<file path="src/rtl/awb_pkg.sv">
// Constants for the serial wakeup and baud control block
package awb_pkg;
   localparam int IDX_W = 8;
   // Register indices; byte address is four times the index
   localparam logic [IDX_W-1:0] IDX_BAUD_HIGH = 8'h70;
   localparam logic [IDX_W-1:0] IDX_BAUD_LOW  = 8'h71;
   localparam logic [IDX_W-1:0] IDX_CTRL_ONE  = 8'h72;
   localparam logic [IDX_W-1:0] IDX_CTRL_TWO  = 8'h73;
   localparam logic [IDX_W-1:0] IDX_STAT_ONE  = 8'h74;
   localparam logic [IDX_W-1:0] IDX_STAT_TWO  = 8'h75;
   localparam logic [IDX_W-1:0] IDX_DATA_HIGH = 8'h76;
   localparam logic [IDX_W-1:0] IDX_DATA_LOW  = 8'h77;
   // Baud high fields
   localparam int BH_TEST  = 7;
   localparam int BH_SPLIT = 6;
   localparam int DIV_W    = 13;
   localparam logic [DIV_W-1:0] DIV_RESET = 13'h0004;
   // Control one fields
   localparam int C1_LOOP = 7;
   localparam int C1_ODRN = 6;
   localparam int C1_M    = 4;
   localparam int C1_WAKE = 3;
   localparam int C1_IDT  = 2;
   localparam int C1_PEN  = 1;
   localparam int C1_PTY  = 0;
   // Control two fields
   localparam int C2_TXEI = 7;
   localparam int C2_TXCI = 6;
   localparam int C2_RXI  = 5;
   localparam int C2_IDLI = 4;
   localparam int C2_TE   = 3;
   localparam int C2_RE   = 2;
   localparam int C2_SLP  = 1;
   localparam int C2_SBK  = 0;
   // Status one fields
   localparam int S_TXE  = 7;
   localparam int S_TXC  = 6;
   localparam int S_RXF  = 5;
   localparam int S_IDLE = 4;
   localparam int S_OR   = 3;
   localparam int S_NSE  = 2;
   localparam int S_FRM  = 1;
   localparam int S_PAR  = 0;
   localparam logic [7:0] STAT_RESET = 8'hC0;
   // Sampling: 16 ticks per bit, majority over ticks 7..9
   localparam logic [3:0] PH_S0   = 4'h7;
   localparam logic [3:0] PH_S2   = 4'h9;
   localparam logic [3:0] PH_LAST = 4'hF;
   localparam logic [3:0] FRAME_8 = 4'hA;
   localparam logic [3:0] FRAME_9 = 4'hB;
   typedef enum logic {TX_IDLE, TX_SHIFT} awb_tx_t;
   typedef enum logic {RX_IDLE, RX_DATA} awb_rx_t;
endpackage

</file>
<file path="src/rtl/awb_serial.sv">
// Serial transceiver core with wakeup, idle detect and baud divisor
// Functional notes
// - Sleeping receiver sets no receive flag, including receiver-active.
// - Hardware clears sleep at new message; software may write it clear.
// - Idle-line wakeup: sleeping receiver wakes after one frame of ones.
// - Address-mark wakeup: character with top data bit 1 wakes receiver.
// - Wakeup method bit: 0 idle line, 1 address mark.
// - Short idle type counts ones from after the start bit.
// - Long idle type counts ones only after the stop bit.
// - Thirteen-bit modulus prescaler on crystal clock sets the rate.
// - Baud rate is crystal over 32 over divisor.
// - Divisor may be rewritten anytime and takes effect.
// - Baud test bits work only in special test mode.
// - Loop-back feeds transmitter into receiver, pins disconnected; receiver is fed only with TE and RE both set; TE clear reads the pin, RE clear sees ones.
// - Loop-back with transmitter enabled holds transmit pin high.
// - Open-drain select makes pins open drain when outputs.
// - Word size bit selects 8 or 9 data bits.
// - Parity enable turns parity generation and checking on.
// - Parity type selects even or odd parity.
// - Transmit-empty flag requests interrupt when enabled.
// - Transmit-complete flag requests interrupt when enabled.
// - Receive-full or overrun requests interrupt when enabled.
// - Idle flag requests interrupt when enabled.
// - Flag clears by status read while set, then data access.
//
// The implementer's own choice: the Avalon-MM register port.
module awb_serial
   import awb_pkg::*;
(
   input  wire logic        i_clock,
   input  wire logic        i_reset,
   input  wire logic [9:0]  i_address,
   input  wire logic        i_read,
   input  wire logic        i_write,
   input  wire logic [31:0] i_writedata,
   input  wire logic [3:0]  i_byteenable,
   output logic [31:0]      o_readdata,
   output logic             o_waitrequest,
   input  wire logic        i_special_test_mode,
   input  wire logic        i_rxd,
   output logic             o_txd,
   output logic             o_txd_oe,
   output logic             o_serial_irq
);
   function automatic logic par_of(input logic [8:0] d, input logic m, input logic pt);
      logic p;
      p = m ? ^d[7:0] : ^d[6:0];
      return p ^ pt;
   endfunction

   // Bus state
   logic            ack_ff, nxt_ack;
   logic [31:0]     rdata_ff, nxt_rdata;
   logic [7:0]      ctrl1_ff, nxt_ctrl1;
   logic [7:0]      ctrl2_ff, nxt_ctrl2;
   logic [DIV_W-1:0] div_ff, nxt_div;
   logic [1:0]      btest_ff, nxt_btest;
   logic [7:0]      stat_ff, nxt_stat;
   logic [7:0]      armed_ff, nxt_armed;
   logic [8:0]      txbuf_ff, nxt_txbuf;
   logic            txfull_ff, nxt_txfull;
   logic [8:0]      rxbuf_ff, nxt_rxbuf;
   // Baud state
   logic [DIV_W-1:0] bcnt_ff, nxt_bcnt;
   logic            half_ff, nxt_half;
   // Transmit state
   awb_tx_t         tx_ff, nxt_tx;
   logic [10:0]     tsh_ff, nxt_tsh;
   logic [3:0]      tbits_ff, nxt_tbits;
   logic [3:0]      tph_ff, nxt_tph;
   logic            te_d_ff, nxt_te_d;
   logic            pre_ff, nxt_pre;
   // Receive state
   logic [1:0]      sync_ff, nxt_sync;
   awb_rx_t         rx_ff, nxt_rx;
   logic [3:0]      rph_ff, nxt_rph;
   logic [3:0]      rbit_ff, nxt_rbit;
   logic [2:0]      smp_ff, nxt_smp;
   logic [9:0]      rsh_ff, nxt_rsh;
   logic            rnoise_ff, nxt_rnoise;
   logic [3:0]      ones_ff, nxt_ones;
   logic            seen_ff, nxt_seen;

   logic [IDX_W-1:0] idx;
   logic            acc, wr_ok, rd_ok, data_acc;
   logic            tick16, tick1, rx_line, tx_line;
   logic            loop_on, sleep, m_bit;
   logic [3:0]      flen;
   logic            bit_val, bit_noise, bit_ev;
   logic [8:0]      rword;
   logic [7:0]      set_f, clr_f, tx_set, rx_set;
   logic            wake_hw;

   assign idx      = i_address[9:2];
   assign acc      = (i_read | i_write) & ~ack_ff;
   assign wr_ok    = i_write & ack_ff & i_byteenable[0];
   assign rd_ok    = i_read & ack_ff;
   assign data_acc = (i_read | i_write) & ack_ff & (idx == IDX_DATA_LOW);
   assign o_waitrequest = (i_read | i_write) & ~ack_ff;
   assign o_readdata    = rdata_ff;
   assign m_bit   = ctrl1_ff[C1_M];
   assign flen    = m_bit ? FRAME_9 : FRAME_8;
   assign sleep   = ctrl2_ff[C2_SLP];
   assign loop_on = ctrl1_ff[C1_LOOP] & ctrl2_ff[C2_TE] & ctrl2_ff[C2_RE];
   assign tx_line = (tx_ff == TX_SHIFT) ? tsh_ff[0] : 1'b1;
   assign rx_line = loop_on ? tx_line : (sync_ff[1] | ~ctrl2_ff[C2_RE]);

   // Pin drive: loop-back holds line high, open drain drives only zero
   always_comb
   begin
      logic bitv;
      bitv = ctrl1_ff[C1_LOOP] ? 1'b1 : tx_line;
      o_txd    = bitv;
      o_txd_oe = ctrl2_ff[C2_TE] & (ctrl1_ff[C1_ODRN] ? ~bitv : 1'b1);
   end

   assign o_serial_irq = (ctrl2_ff[C2_TXEI] & stat_ff[S_TXE])
                       | (ctrl2_ff[C2_TXCI] & stat_ff[S_TXC])
                       | (ctrl2_ff[C2_RXI] & (stat_ff[S_RXF] | stat_ff[S_OR]))
                       | (ctrl2_ff[C2_IDLI] & stat_ff[S_IDLE]);

   // Baud: modulus divide, then by two for sixteen ticks per bit
   always_comb
   begin
      nxt_bcnt = bcnt_ff;
      nxt_half = half_ff;
      tick16   = 1'b0;
      if (div_ff == '0)
      begin
         nxt_bcnt = '0;
      end
      else if (bcnt_ff >= div_ff - 13'h0001)
      begin
         nxt_bcnt = '0;
         nxt_half = ~half_ff;
         tick16   = half_ff;
      end
      else
      begin
         nxt_bcnt = bcnt_ff + 13'h0001;
      end
   end
   assign tick1 = tick16 & (tph_ff == PH_LAST);
   assign set_f = tx_set | rx_set;

   // Transmitter
   always_comb
   begin
      logic [8:0] d;
      nxt_tx    = tx_ff;
      nxt_tsh   = tsh_ff;
      nxt_tbits = tbits_ff;
      nxt_tph   = tick16 ? tph_ff + 4'h1 : tph_ff;
      nxt_te_d  = ctrl2_ff[C2_TE];
      nxt_pre   = pre_ff | (ctrl2_ff[C2_TE] & ~te_d_ff);
      d         = txbuf_ff;
      if (ctrl1_ff[C1_PEN])
      begin
         if (m_bit)
            d[8] = par_of(txbuf_ff, 1'b1, ctrl1_ff[C1_PTY]);
         else
            d[7] = par_of(txbuf_ff, 1'b0, ctrl1_ff[C1_PTY]);
      end
      tx_set = '0;
      if (tick1)
      begin
         unique case (tx_ff)
            TX_IDLE:
            begin
               if (ctrl2_ff[C2_TE] & pre_ff)
               begin
                  nxt_pre   = 1'b0;
                  nxt_tsh   = '1;
                  nxt_tbits = flen;
                  nxt_tx    = TX_SHIFT;
               end
               else if (ctrl2_ff[C2_TE] & ctrl2_ff[C2_SBK])
               begin
                  nxt_tsh   = '0;
                  nxt_tbits = flen;
                  nxt_tx    = TX_SHIFT;
               end
               else if (ctrl2_ff[C2_TE] & txfull_ff)
               begin
                  nxt_tsh   = m_bit ? {1'b1, d, 1'b0} : {2'b11, d[7:0], 1'b0};
                  nxt_tbits = flen;
                  nxt_tx    = TX_SHIFT;
                  tx_set[S_TXE] = 1'b1;
               end
               else
               begin
                  tx_set[S_TXC] = 1'b1;
               end
            end
            TX_SHIFT:
            begin
               nxt_tsh   = {1'b1, tsh_ff[10:1]};
               nxt_tbits = tbits_ff - 4'h1;
               if (tbits_ff == 4'h1)
                  nxt_tx = TX_IDLE;
            end
         endcase
      end
   end

   // Receiver: three-sample majority, frame assembly, idle counting
   always_comb
   begin
      logic frm_bad, par_bad, load, addr;
      nxt_sync   = {sync_ff[0], i_rxd};
      nxt_rx     = rx_ff;
      nxt_rph    = rph_ff;
      nxt_rbit   = rbit_ff;
      nxt_smp    = smp_ff;
      nxt_rsh    = rsh_ff;
      nxt_rnoise = rnoise_ff;
      nxt_ones   = ones_ff;
      nxt_seen   = seen_ff;
      nxt_rxbuf  = rxbuf_ff;
      frm_bad = 1'b0;
      par_bad = 1'b0;
      rx_set  = '0;
      load = 1'b0;
      addr = 1'b0;
      wake_hw = 1'b0;
      bit_val   = (smp_ff[0] & smp_ff[1]) | (smp_ff[0] & smp_ff[2]) | (smp_ff[1] & smp_ff[2]);
      bit_noise = ~(&smp_ff) & (|smp_ff);
      bit_ev    = tick16 & (rph_ff == PH_S2 + 4'h1);
      rword     = m_bit ? rsh_ff[9:1] : {1'b0, rsh_ff[9:2]};
      clr_f     = '0;
      if (tick16)
      begin
         nxt_rph = rph_ff + 4'h1;
         if (rph_ff >= PH_S0 && rph_ff <= PH_S2)
            nxt_smp = {smp_ff[1:0], rx_line};
         if (rx_ff == RX_IDLE && !rx_line)
         begin
            nxt_rx     = RX_DATA;
            nxt_rph    = 4'h1;
            nxt_rbit   = '0;
            nxt_rnoise = 1'b0;
         end
      end
      if (bit_ev)
      begin
         if (bit_val && ones_ff != flen)
            nxt_ones = ones_ff + 4'h1;
         else if (!bit_val)
            nxt_ones = '0;
         if (bit_val && ones_ff == flen - 4'h1)
         begin
            if (seen_ff && !sleep)
               rx_set[S_IDLE] = 1'b1;
            nxt_seen = 1'b0;
            if (!ctrl1_ff[C1_WAKE])
               wake_hw = 1'b1;
         end
         if (rx_ff == RX_DATA)
         begin
            nxt_rnoise = rnoise_ff | bit_noise;
            nxt_rbit   = rbit_ff + 4'h1;
            if (rbit_ff == '0)
            begin
               if (bit_val)
                  nxt_rx = RX_IDLE;
               else
                  nxt_seen = 1'b1;
               nxt_ones = '0;
            end
            else if (rbit_ff == flen - 4'h1)
            begin
               nxt_rx = RX_IDLE;
               frm_bad  = ~bit_val;
               nxt_ones = '0;
               if (!ctrl1_ff[C1_IDT] && bit_val)
                  nxt_ones = (ones_ff == flen) ? flen : ones_ff + 4'h1;
               addr = m_bit ? rword[8] : rword[7];
               if (ctrl1_ff[C1_PEN])
                  par_bad = (m_bit ? rword[8] : rword[7])
                          != par_of(rword, m_bit, ctrl1_ff[C1_PTY]);
               load = ~sleep | (ctrl1_ff[C1_WAKE] & addr);
               if (sleep && load)
                  wake_hw = 1'b1;
            end
            else
            begin
               nxt_rsh = {bit_val, rsh_ff[9:1]};
               if (ctrl1_ff[C1_IDT])
                  nxt_ones = '0;
            end
         end
      end
      if (load && !stat_ff[S_FRM])
      begin
         if (stat_ff[S_RXF])
            rx_set[S_OR] = 1'b1;
         else
         begin
            nxt_rxbuf     = rword;
            rx_set[S_RXF] = 1'b1;
            rx_set[S_NSE] = rnoise_ff | bit_noise;
            rx_set[S_FRM] = frm_bad;
            rx_set[S_PAR] = par_bad;
         end
      end
      if (data_acc)
         clr_f = armed_ff;
   end

   // Registers and bus answers
   always_comb
   begin
      nxt_ack    = acc;
      nxt_rdata  = rdata_ff;
      nxt_ctrl1  = ctrl1_ff;
      nxt_ctrl2  = ctrl2_ff;
      nxt_div    = div_ff;
      nxt_btest  = i_special_test_mode ? btest_ff : 2'b00;
      nxt_txbuf  = txbuf_ff;
      nxt_txfull = txfull_ff & ~set_f[S_TXE];
      nxt_armed  = armed_ff & ~clr_f;
      nxt_stat   = (stat_ff & ~clr_f) | set_f;
      if (acc)
      begin
         unique case (idx)
            IDX_BAUD_HIGH: nxt_rdata = {24'h0, btest_ff, 1'b0, div_ff[12:8]};
            IDX_BAUD_LOW:  nxt_rdata = {24'h0, div_ff[7:0]};
            IDX_CTRL_ONE:  nxt_rdata = {24'h0, ctrl1_ff};
            IDX_CTRL_TWO:  nxt_rdata = {24'h0, ctrl2_ff};
            IDX_STAT_ONE:  nxt_rdata = {24'h0, stat_ff};
            IDX_STAT_TWO:  nxt_rdata = {31'h0, (rx_ff == RX_DATA) & ~sleep};
            IDX_DATA_HIGH: nxt_rdata = {24'h0, rxbuf_ff[8], 7'h0};
            IDX_DATA_LOW:  nxt_rdata = {24'h0, rxbuf_ff[7:0]};
            default:       nxt_rdata = 32'h0;
         endcase
      end
      if (rd_ok && idx == IDX_STAT_ONE)
         nxt_armed = stat_ff;
      if (wr_ok)
      begin
         unique case (idx)
            IDX_BAUD_HIGH:
            begin
               nxt_div[12:8] = i_writedata[4:0];
               if (i_special_test_mode)
                  nxt_btest = i_writedata[BH_TEST:BH_SPLIT];
            end
            IDX_BAUD_LOW:  nxt_div[7:0] = i_writedata[7:0];
            IDX_CTRL_ONE:  nxt_ctrl1 = i_writedata[7:0];
            IDX_CTRL_TWO:  nxt_ctrl2 = i_writedata[7:0];
            IDX_DATA_HIGH: nxt_txbuf[8] = i_writedata[7];
            IDX_DATA_LOW:
            begin
               nxt_txbuf[7:0] = i_writedata[7:0];
               nxt_txfull     = 1'b1;
            end
            default: ;
         endcase
      end
      if (wake_hw)
         nxt_ctrl2[C2_SLP] = 1'b0;
   end

   always_ff @(posedge i_clock)
   begin
      if (i_reset)
      begin
         ack_ff    <= 1'b0;
         rdata_ff  <= '0;
         ctrl1_ff  <= '0;
         ctrl2_ff  <= '0;
         div_ff    <= DIV_RESET;
         btest_ff  <= '0;
         stat_ff   <= STAT_RESET;
         armed_ff  <= '0;
         txbuf_ff  <= '0;
         txfull_ff <= 1'b0;
         rxbuf_ff  <= '0;
         bcnt_ff   <= '0;
         half_ff   <= 1'b0;
         tx_ff     <= TX_IDLE;
         tsh_ff    <= '1;
         tbits_ff  <= '0;
         tph_ff    <= '0;
         te_d_ff   <= 1'b0;
         pre_ff    <= 1'b0;
         sync_ff   <= 2'b11;
         rx_ff     <= RX_IDLE;
         rph_ff    <= '0;
         rbit_ff   <= '0;
         smp_ff    <= '1;
         rsh_ff    <= '0;
         rnoise_ff <= 1'b0;
         ones_ff   <= '0;
         seen_ff   <= 1'b0;
      end
      else
      begin
         ack_ff    <= nxt_ack;
         rdata_ff  <= nxt_rdata;
         ctrl1_ff  <= nxt_ctrl1;
         ctrl2_ff  <= nxt_ctrl2;
         div_ff    <= nxt_div;
         btest_ff  <= nxt_btest;
         stat_ff   <= nxt_stat;
         armed_ff  <= nxt_armed;
         txbuf_ff  <= nxt_txbuf;
         txfull_ff <= nxt_txfull;
         rxbuf_ff  <= nxt_rxbuf;
         bcnt_ff   <= nxt_bcnt;
         half_ff   <= nxt_half;
         tx_ff     <= nxt_tx;
         tsh_ff    <= nxt_tsh;
         tbits_ff  <= nxt_tbits;
         tph_ff    <= nxt_tph;
         te_d_ff   <= nxt_te_d;
         pre_ff    <= nxt_pre;
         sync_ff   <= nxt_sync;
         rx_ff     <= nxt_rx;
         rph_ff    <= nxt_rph;
         rbit_ff   <= nxt_rbit;
         smp_ff    <= nxt_smp;
         rsh_ff    <= nxt_rsh;
         rnoise_ff <= nxt_rnoise;
         ones_ff   <= nxt_ones;
         seen_ff   <= nxt_seen;
      end
   end
endmodule

</file>
<file path="config.mk">
export PLATFORM = sky130hd
export DESIGN_NAME = awb_serial
export DESIGN_NICKNAME = d
export VERILOG_FILES = /design/src/rtl/awb_pkg.sv /design/src/rtl/awb_serial.sv
export SDC_FILE = /design/constraint.sdc
export NUM_CORES = 1
export LEC_CHECK = 0
export BUFFER_PORTS_ARGS = -buffer_cell sky130_fd_sc_hd__clkbuf_2
export CORE_MARGIN = 2
export CORE_UTILIZATION = 47
export DETAILED_ROUTE_END_ITERATION = 10
export PLACE_DENSITY = 0.67
export SYNTH_ARGS = -nofsm -noshare
export SYNTH_HDL_FRONTEND = slang
export SYNTH_SLANG_ARGS = --single-unit
</file>
<file path="constraint.sdc">
create_clock -name i_clock -period 3.1 [get_ports i_clock]
set_input_delay 0.155 -clock i_clock [delete_from_list [all_inputs] [get_ports i_clock]]
set_output_delay 0.155 -clock i_clock [all_outputs]
set_load 0.005 [all_outputs]
</file>
==> metrics, run 1 <==
slack of the critical path -18.4 ps; Hold Fails Final Rpt 0; Syn-to-layout area delta 18.4%; multi-input logic area 0.00459 mm²; Residual DRC 0; CTS Buf Count 17; max cap viols 0; Setup CP Type flop to flop; vias in the first global route 5,902; CTS Sinks 140; Clock Power Share 0.411; Die Wd 131 µm; port bufs 34; Finished Core Util 0.566; Initial Util 0.479; drt wl/cell 17.2 µm; # IOs 88; Net Sw Power 1440 µW; EDFF count, synth 0; 1st-iter DRT viols 554; Worst-Margin Slew 911 ps; CP required 3460 ps; leakage power 0.00342 µW; DP Cell Count 1,125; gr usage total 0.229; Die ar. 0.0171 mm²; Slew headroom 0.388; Hold Crit Class input pin to flop; final wirelength 20,200 µm; Critical Path Source Type flop; Non-Filler Instances 1,174; final instance area 0.00893 mm²; Yosys warnings 0; crit end category flop; Storage cell area 0.00281 mm²; nets 1,022; pwr dens 525 mW/mm²; largest net degree at the start of global routing 44; clk_lat worst skew 440 ps; post-route clock period utilization 1.01; most common cell after layout, fill and taps aside dfxtp_1; GRT overflow 0; CTS tree done; Yosys reg bits 140; detailed-route vias per instance 5.80; clk buf depth 2; Root Buffer clkbuf_16; FP Rows 46; first-pass GRT wire length 30,500 µm; die height 131 µm; Vias 6,804; Pins Over Slew Limit 0; Core ar. 0.0158 mm²; gpl congestion 0.886; ant diodes 0; Int Pwr 3240 µW; critical path arrival 3480 ps; worst vdd ir 0.416 mV; Post-DP Area 0.00799 mm²; Clk pin slew, worst setup/hold paths 70 ps; initial antenna violation count 0; drt pass-1 iters 5; Seq/Total Area, Yosys 0.371; dpl hpwl 13,600 µm; Max FO, Critical Path 7; synthesized netlist cell count 893; async set-reset flop share out of synthesis 0; switching share of power 0.308; final setup fails 2; outcome finished with violations; Top FF cell, synth dfxtp_1; Mapped Avg Cell Area 8.45 µm²; Post-Syn Area 0.00755 mm²; H-tree lvl count 4; post-route minimum period 3120 ps; failing checks negative setup slack; fillers 1,459; count of cell types in the netlist 80; f_max 321 MHz; skew final 8.05 ps; most frequent cells in the layout dfxtp_1 (138), nor2_1 (79), a21oi_1 (73); setup repair after global routing missed its margin true; Seq pwr share 0.398; Gate power share 0.192; Antenna Violating Nets Remaining 0; share of cells above drive strength 1 0.187
-- power by group through the flow --
stage | logic (µW) | registers [µW] | clock network, µW
3_3_place_gp | 617 | 1900 | 0
3_5_place_dp | 620 | 1900 | 0
4_1_cts | 671 | 1860 | 1960
2_1_floorplan | 402 | 1880 | 0
5_1_grt | 962 | 1870 | 2040
6_report | 899 | 1860 | 1920
-- state kept, by name (all words and copies together), names as in the netlist, 9 cells and up --
name and flops:
bcnt_ff 13, div_ff 13, rsh_ff 9, rxbuf_ff 9, tsh_ff 11, txbuf_ff 9
-- worst max-delay path, stage by stage, from the launching register on --
cell and delay [ps]:
dfxtp_1 350, inv_1 90, nand3_1 100, or3_4 430
buf_6 150, nor2_4 90, xnor2_2 70, ha_1 300
nand4_1 100, or2_1 270, o221a_4 280, buf_12 150
or4_1 510, a21oi_1 150
-- path summary, 6_finish.rpt --
check	from	endpoint	slack, ps	cells past startpoint
worst max-delay path	div_ff[1]	tph_ff[3]	-20	13
worst min-delay path	i_writedata[5]	txbuf_ff[5]	30	3
worst max register to register	div_ff[1]	tph_ff[3]	-20	13
worst min register to register	sync_ff[0]	sync_ff[1]	440	1
-- logic make-up (layout without fill, tap and decap cells) --
| kind of cell | after synthesis | in the layout | synth area share |
|---|---|---|---|
| fa+ha+maj | 26 | 26 | 0.0428 |
| other cells | 1 | 24 | 0.000497 |
| xor+xnor | 37 | 37 | 0.0429 |
| mux | 51 | 51 | 0.0705 |
| flops | 140 | 140 | 0.371 |
| simple gates | 325 | 325 | 0.226 |
| compound gates | 220 | 220 | 0.184 |
| buf+inv | 93 | 135 | 0.0618 |
-- through the flow --
stage / hold WS [ps] / total power (µW) / setup TNS [ps] / setup slack [ps]
global placement: 341 / 2520 / 0 / 23.7
floorplan: 239 / 2280 / -55.0 / -23.1
CTS: 24.1 / 4490 / -43.7 / -30.1
global route: 42.2 / 4870 / -2550 / -153
finish: 30.3 / 4690 / -24.2 / -18.4
detailed placement: 343 / 2520 / -6.26 / -4.57
-- layout make-up --
cell class                      instances  area share
Sequential cell                       140       0.314
Multi-Input combinational cell        683       0.513
Inverter                               15     0.00630
Tap cell                              216      0.0303
Clock buffer                           17      0.0476
Clock inverter                         15      0.0148
Timing Repair Buffer                   88      0.0735
-- synth_stat cells, types with 9 or more instances --
cell type	n	share of area
ha_1	25	0.041
inv_1	14	0.0070
nand2_1	68	0.034
or3_1	13	0.011
clkbuf_1	42	0.021
nor3_1	22	0.015
nand3_1	44	0.029
o21ai_0	40	0.027
and3_1	9	0.0075
xnor2_1	24	0.028
o211ai_1	9	0.0090
nor2b_1	14	0.012
xor2_1	13	0.015
nor2_1	83	0.041
dfxtp_1	140	0.37
a21oi_1	79	0.052
buf_4	25	0.025
nand2b_1	9	0.0075
o31ai_1	9	0.0090
a31oi_1	10	0.0083
mux2i_1	43	0.057
a22o_1	10	0.012
-- per-layer routing --
layer  up-vias  wire length (µm)  part of all wire  global-route usage
met5         -                 0                 0                   0
met4         0               363             0.018              0.0745
met3        26              1300             0.064              0.0407
met2       231              9320              0.46               0.353
met1      3247              9270              0.46               0.326
li1       3300                 -                 -                   -
-- what timing repair did --
item / 4_1_cts / 5_1_grt
hold endpoints to repair: 3 / 0
setup endpoints to repair: 12 / 73
hold buffers: 2 / 0
resized for setup: 6 / 50
pin swaps: 5 / 24
cloned: 0 / 2
buffers inserted: 4 / 9
Power figures use the tool's default switching activity.
==> inputs of run 2 (changes only) <==
CORE_ASPECT_RATIO = 0.8   (was default)
REMOVE_ABC_BUFFERS = 1   (was default)
==> run 2 against run 1 <==
The flow still finishes with violations (negative setup slack). Combinational power grew 15%. Total power grew 5.7%. Register-to-register slack is essentially flat. Maximum frequency shrank 0.18%.
==> metrics, run 2 (synthesis gave the netlist of run 1 again) <==
Slew headroom 0.293; post-route minimum period 3120 ps; f_max 320 MHz; detailed-route vias per instance 5.82; leakage power 0.00350 µW; drt wl/cell 18.3 µm; # IOs 88; Clk pin slew, worst setup/hold paths 60 ps; slowest CP cell or4_4; global-route track usage on met1 0.359; FP Rows 41; worst vdd ir 0.402 mV; first-pass GRT wire length 32,900 µm; CTS Buf Count 17; 1st-iter DRT viols 669; fillers 1,430; setup repair after global routing missed its margin true; port bufs 34; Finished Core Util 0.578; skew final 10.2 ps; Vias 6,825; Die ar. 0.0171 mm²; gpl congestion 0.875; met3 usage 0.0654; slowest stage delay, CP 520 ps; CP cell instances nor2_4 -> nand3_2 -> or3_4 -> buf_6 -> nor2_1 -> xnor2_1 -> ha_1 -> nand4_1 -> or2_1 -> o221a_4 -> buf_12 -> or4_4 -> a21oi_1; Residual DRC 0; outcome finished with violations; initial antenna violation count 0; share of cells above drive strength 1 0.190; r2r setup slk -20 ps; die height 117 µm; gr usage total 0.241; final wirelength 21,400 µm; Hold Crit Class input pin to flop; Setup CP Type flop to flop; Worst-Margin Slew 1050 ps; max cap viols 0; Critical Path Source Type flop; top flop regs bcnt_ff x13, div_ff x13, tsh_ff x11; slack of the critical path -24.1 ps; end of the worst hold path txbuf_ff[5]; reg2reg start div_ff[3]; H-tree lvl count 4; drt pass-1 iters 5; clk buf depth 2; Antenna Violating Nets Remaining 0; critical path arrival 3480 ps; Die Wd 146 µm; Worst Reg-to-Reg Cells 13; Initial Util 0.479; M2 GR Usage 0.343; WP buf/inv 2; largest net degree at the start of global routing 62; most frequent cells in the layout dfxtp_1 (139), nor2_1 (80), a21oi_1 (73); pwr dens 544 mW/mm²; Hold Path Cell Cnt 3; CTS tree done; Syn-to-layout area delta 20.6%; GRT overflow 0; vias in the first global route 6,116; post-route clock period utilization 1.01; failing checks negative setup slack; multi-input logic area 0.00466 mm²; CP required 3460 ps; setup tns final -59.1 ps; Max FO, Critical Path 8; GR peak layer met1; Storage cell area 0.00280 mm²; ant diodes 0; Root Buffer clkbuf_16; Pins Over Slew Limit 0; nets 1,023; clk_lat worst skew 430 ps; hold path start i_writedata[5]; critical path's top delay family simple AND/OR/NAND/NOR gates; Core ar. 0.0157 mm²; dpl hpwl 14,200 µm; most common cell after layout, fill and taps aside dfxtp_1; Hold Fails Final Rpt 0; FF-to-FF End rph_ff[2]; crit end category flop; CTS Sinks 140; final setup fails 4
-- run 2: cell types whose count changed in the layout (fill, tap and decap cells not counted), moves of 3 or more --
cell | previous run | this run
bufinv_16 | 0 | 3
clkbuf_1 | 0 | 3
clkinv_2 | 1 | 4
clkinvlp_4 | 4 | 1
inv_6 | 6 | 0
nor4_2 | 2 | 5
-- run 2: timing repair --
action	in CTS	in global routing
gates resized for setup	5	69
gates cloned	0	5
setup buffers	0	7
hold endpoints to repair	3	0
setup endpoints to repair	26	70
pin swaps	1	41
hold buffers	2	0
-- run 2: area by class of cell --
cell class,count,area share
clock inverter,8,0.0129
multi-input combinational,683,0.512
timing repair buffer,89,0.0807
sequential,140,0.308
inverter,15,0.00619
tap,215,0.0296
clock buffer,22,0.0510
-- run 2: how the worst max path moves through the flow --
stage | from | end | slack (ps) | cells past startpoint
5_1_grt | div_ff[3] | stat_ff[0] | -140 | 13
3_3_place_gp | div_ff[2] | rph_ff[2] | -4 | 12
3_5_place_dp | div_ff[2] | rph_ff[2] | -50 | 12
4_1_cts | div_ff[2] | ones_ff[1] | 9 | 13
6_report | div_ff[3] | rph_ff[2] | -20 | 13
2_1_floorplan | div_ff[2] | tsh_ff[8] | -1080 | 11
-- run 2: where the power goes --
part	total (µW)	switching (µW)	internal [µW]
sequential	1870	47.3	1830
combinational	1030	573	459
clock	2050	756	1290
-- run 2: stage by stage --
stage | power, µW | cell area (µm²) | worst slack, ps | std cells | hold WS, ps
after global placement | 2530 | 8000 | -3.72 | 1128 | 353
after CTS | 4580 | 8630 | 8.55 | 1160 | 34.3
after global routing | 5110 | 9100 | -136 | 1172 | 44.2
final | 4950 | 9100 | -24.1 | 1172 | 32.5
after floorplan | 2170 | 7220 | -1080 | 838 | 224
after detailed placement | 2530 | 8000 | -47.7 | 1128 | 356
-- run 2: metal layers --
metal | part of all wire | vias to the layer above
li1 | - | 3302
met1 | 0.48 | 3262
met2 | 0.43 | 239
met3 | 0.076 | 22
met4 | 0.0098 | 0
met5 | 0 | -
-- run 2: worst min-delay path, delay by kind of cell --
kind / cells / cell delay (ps)
compound gates: 1 / 60
buf+inv: 1 / 130
simple gates: 1 / 70
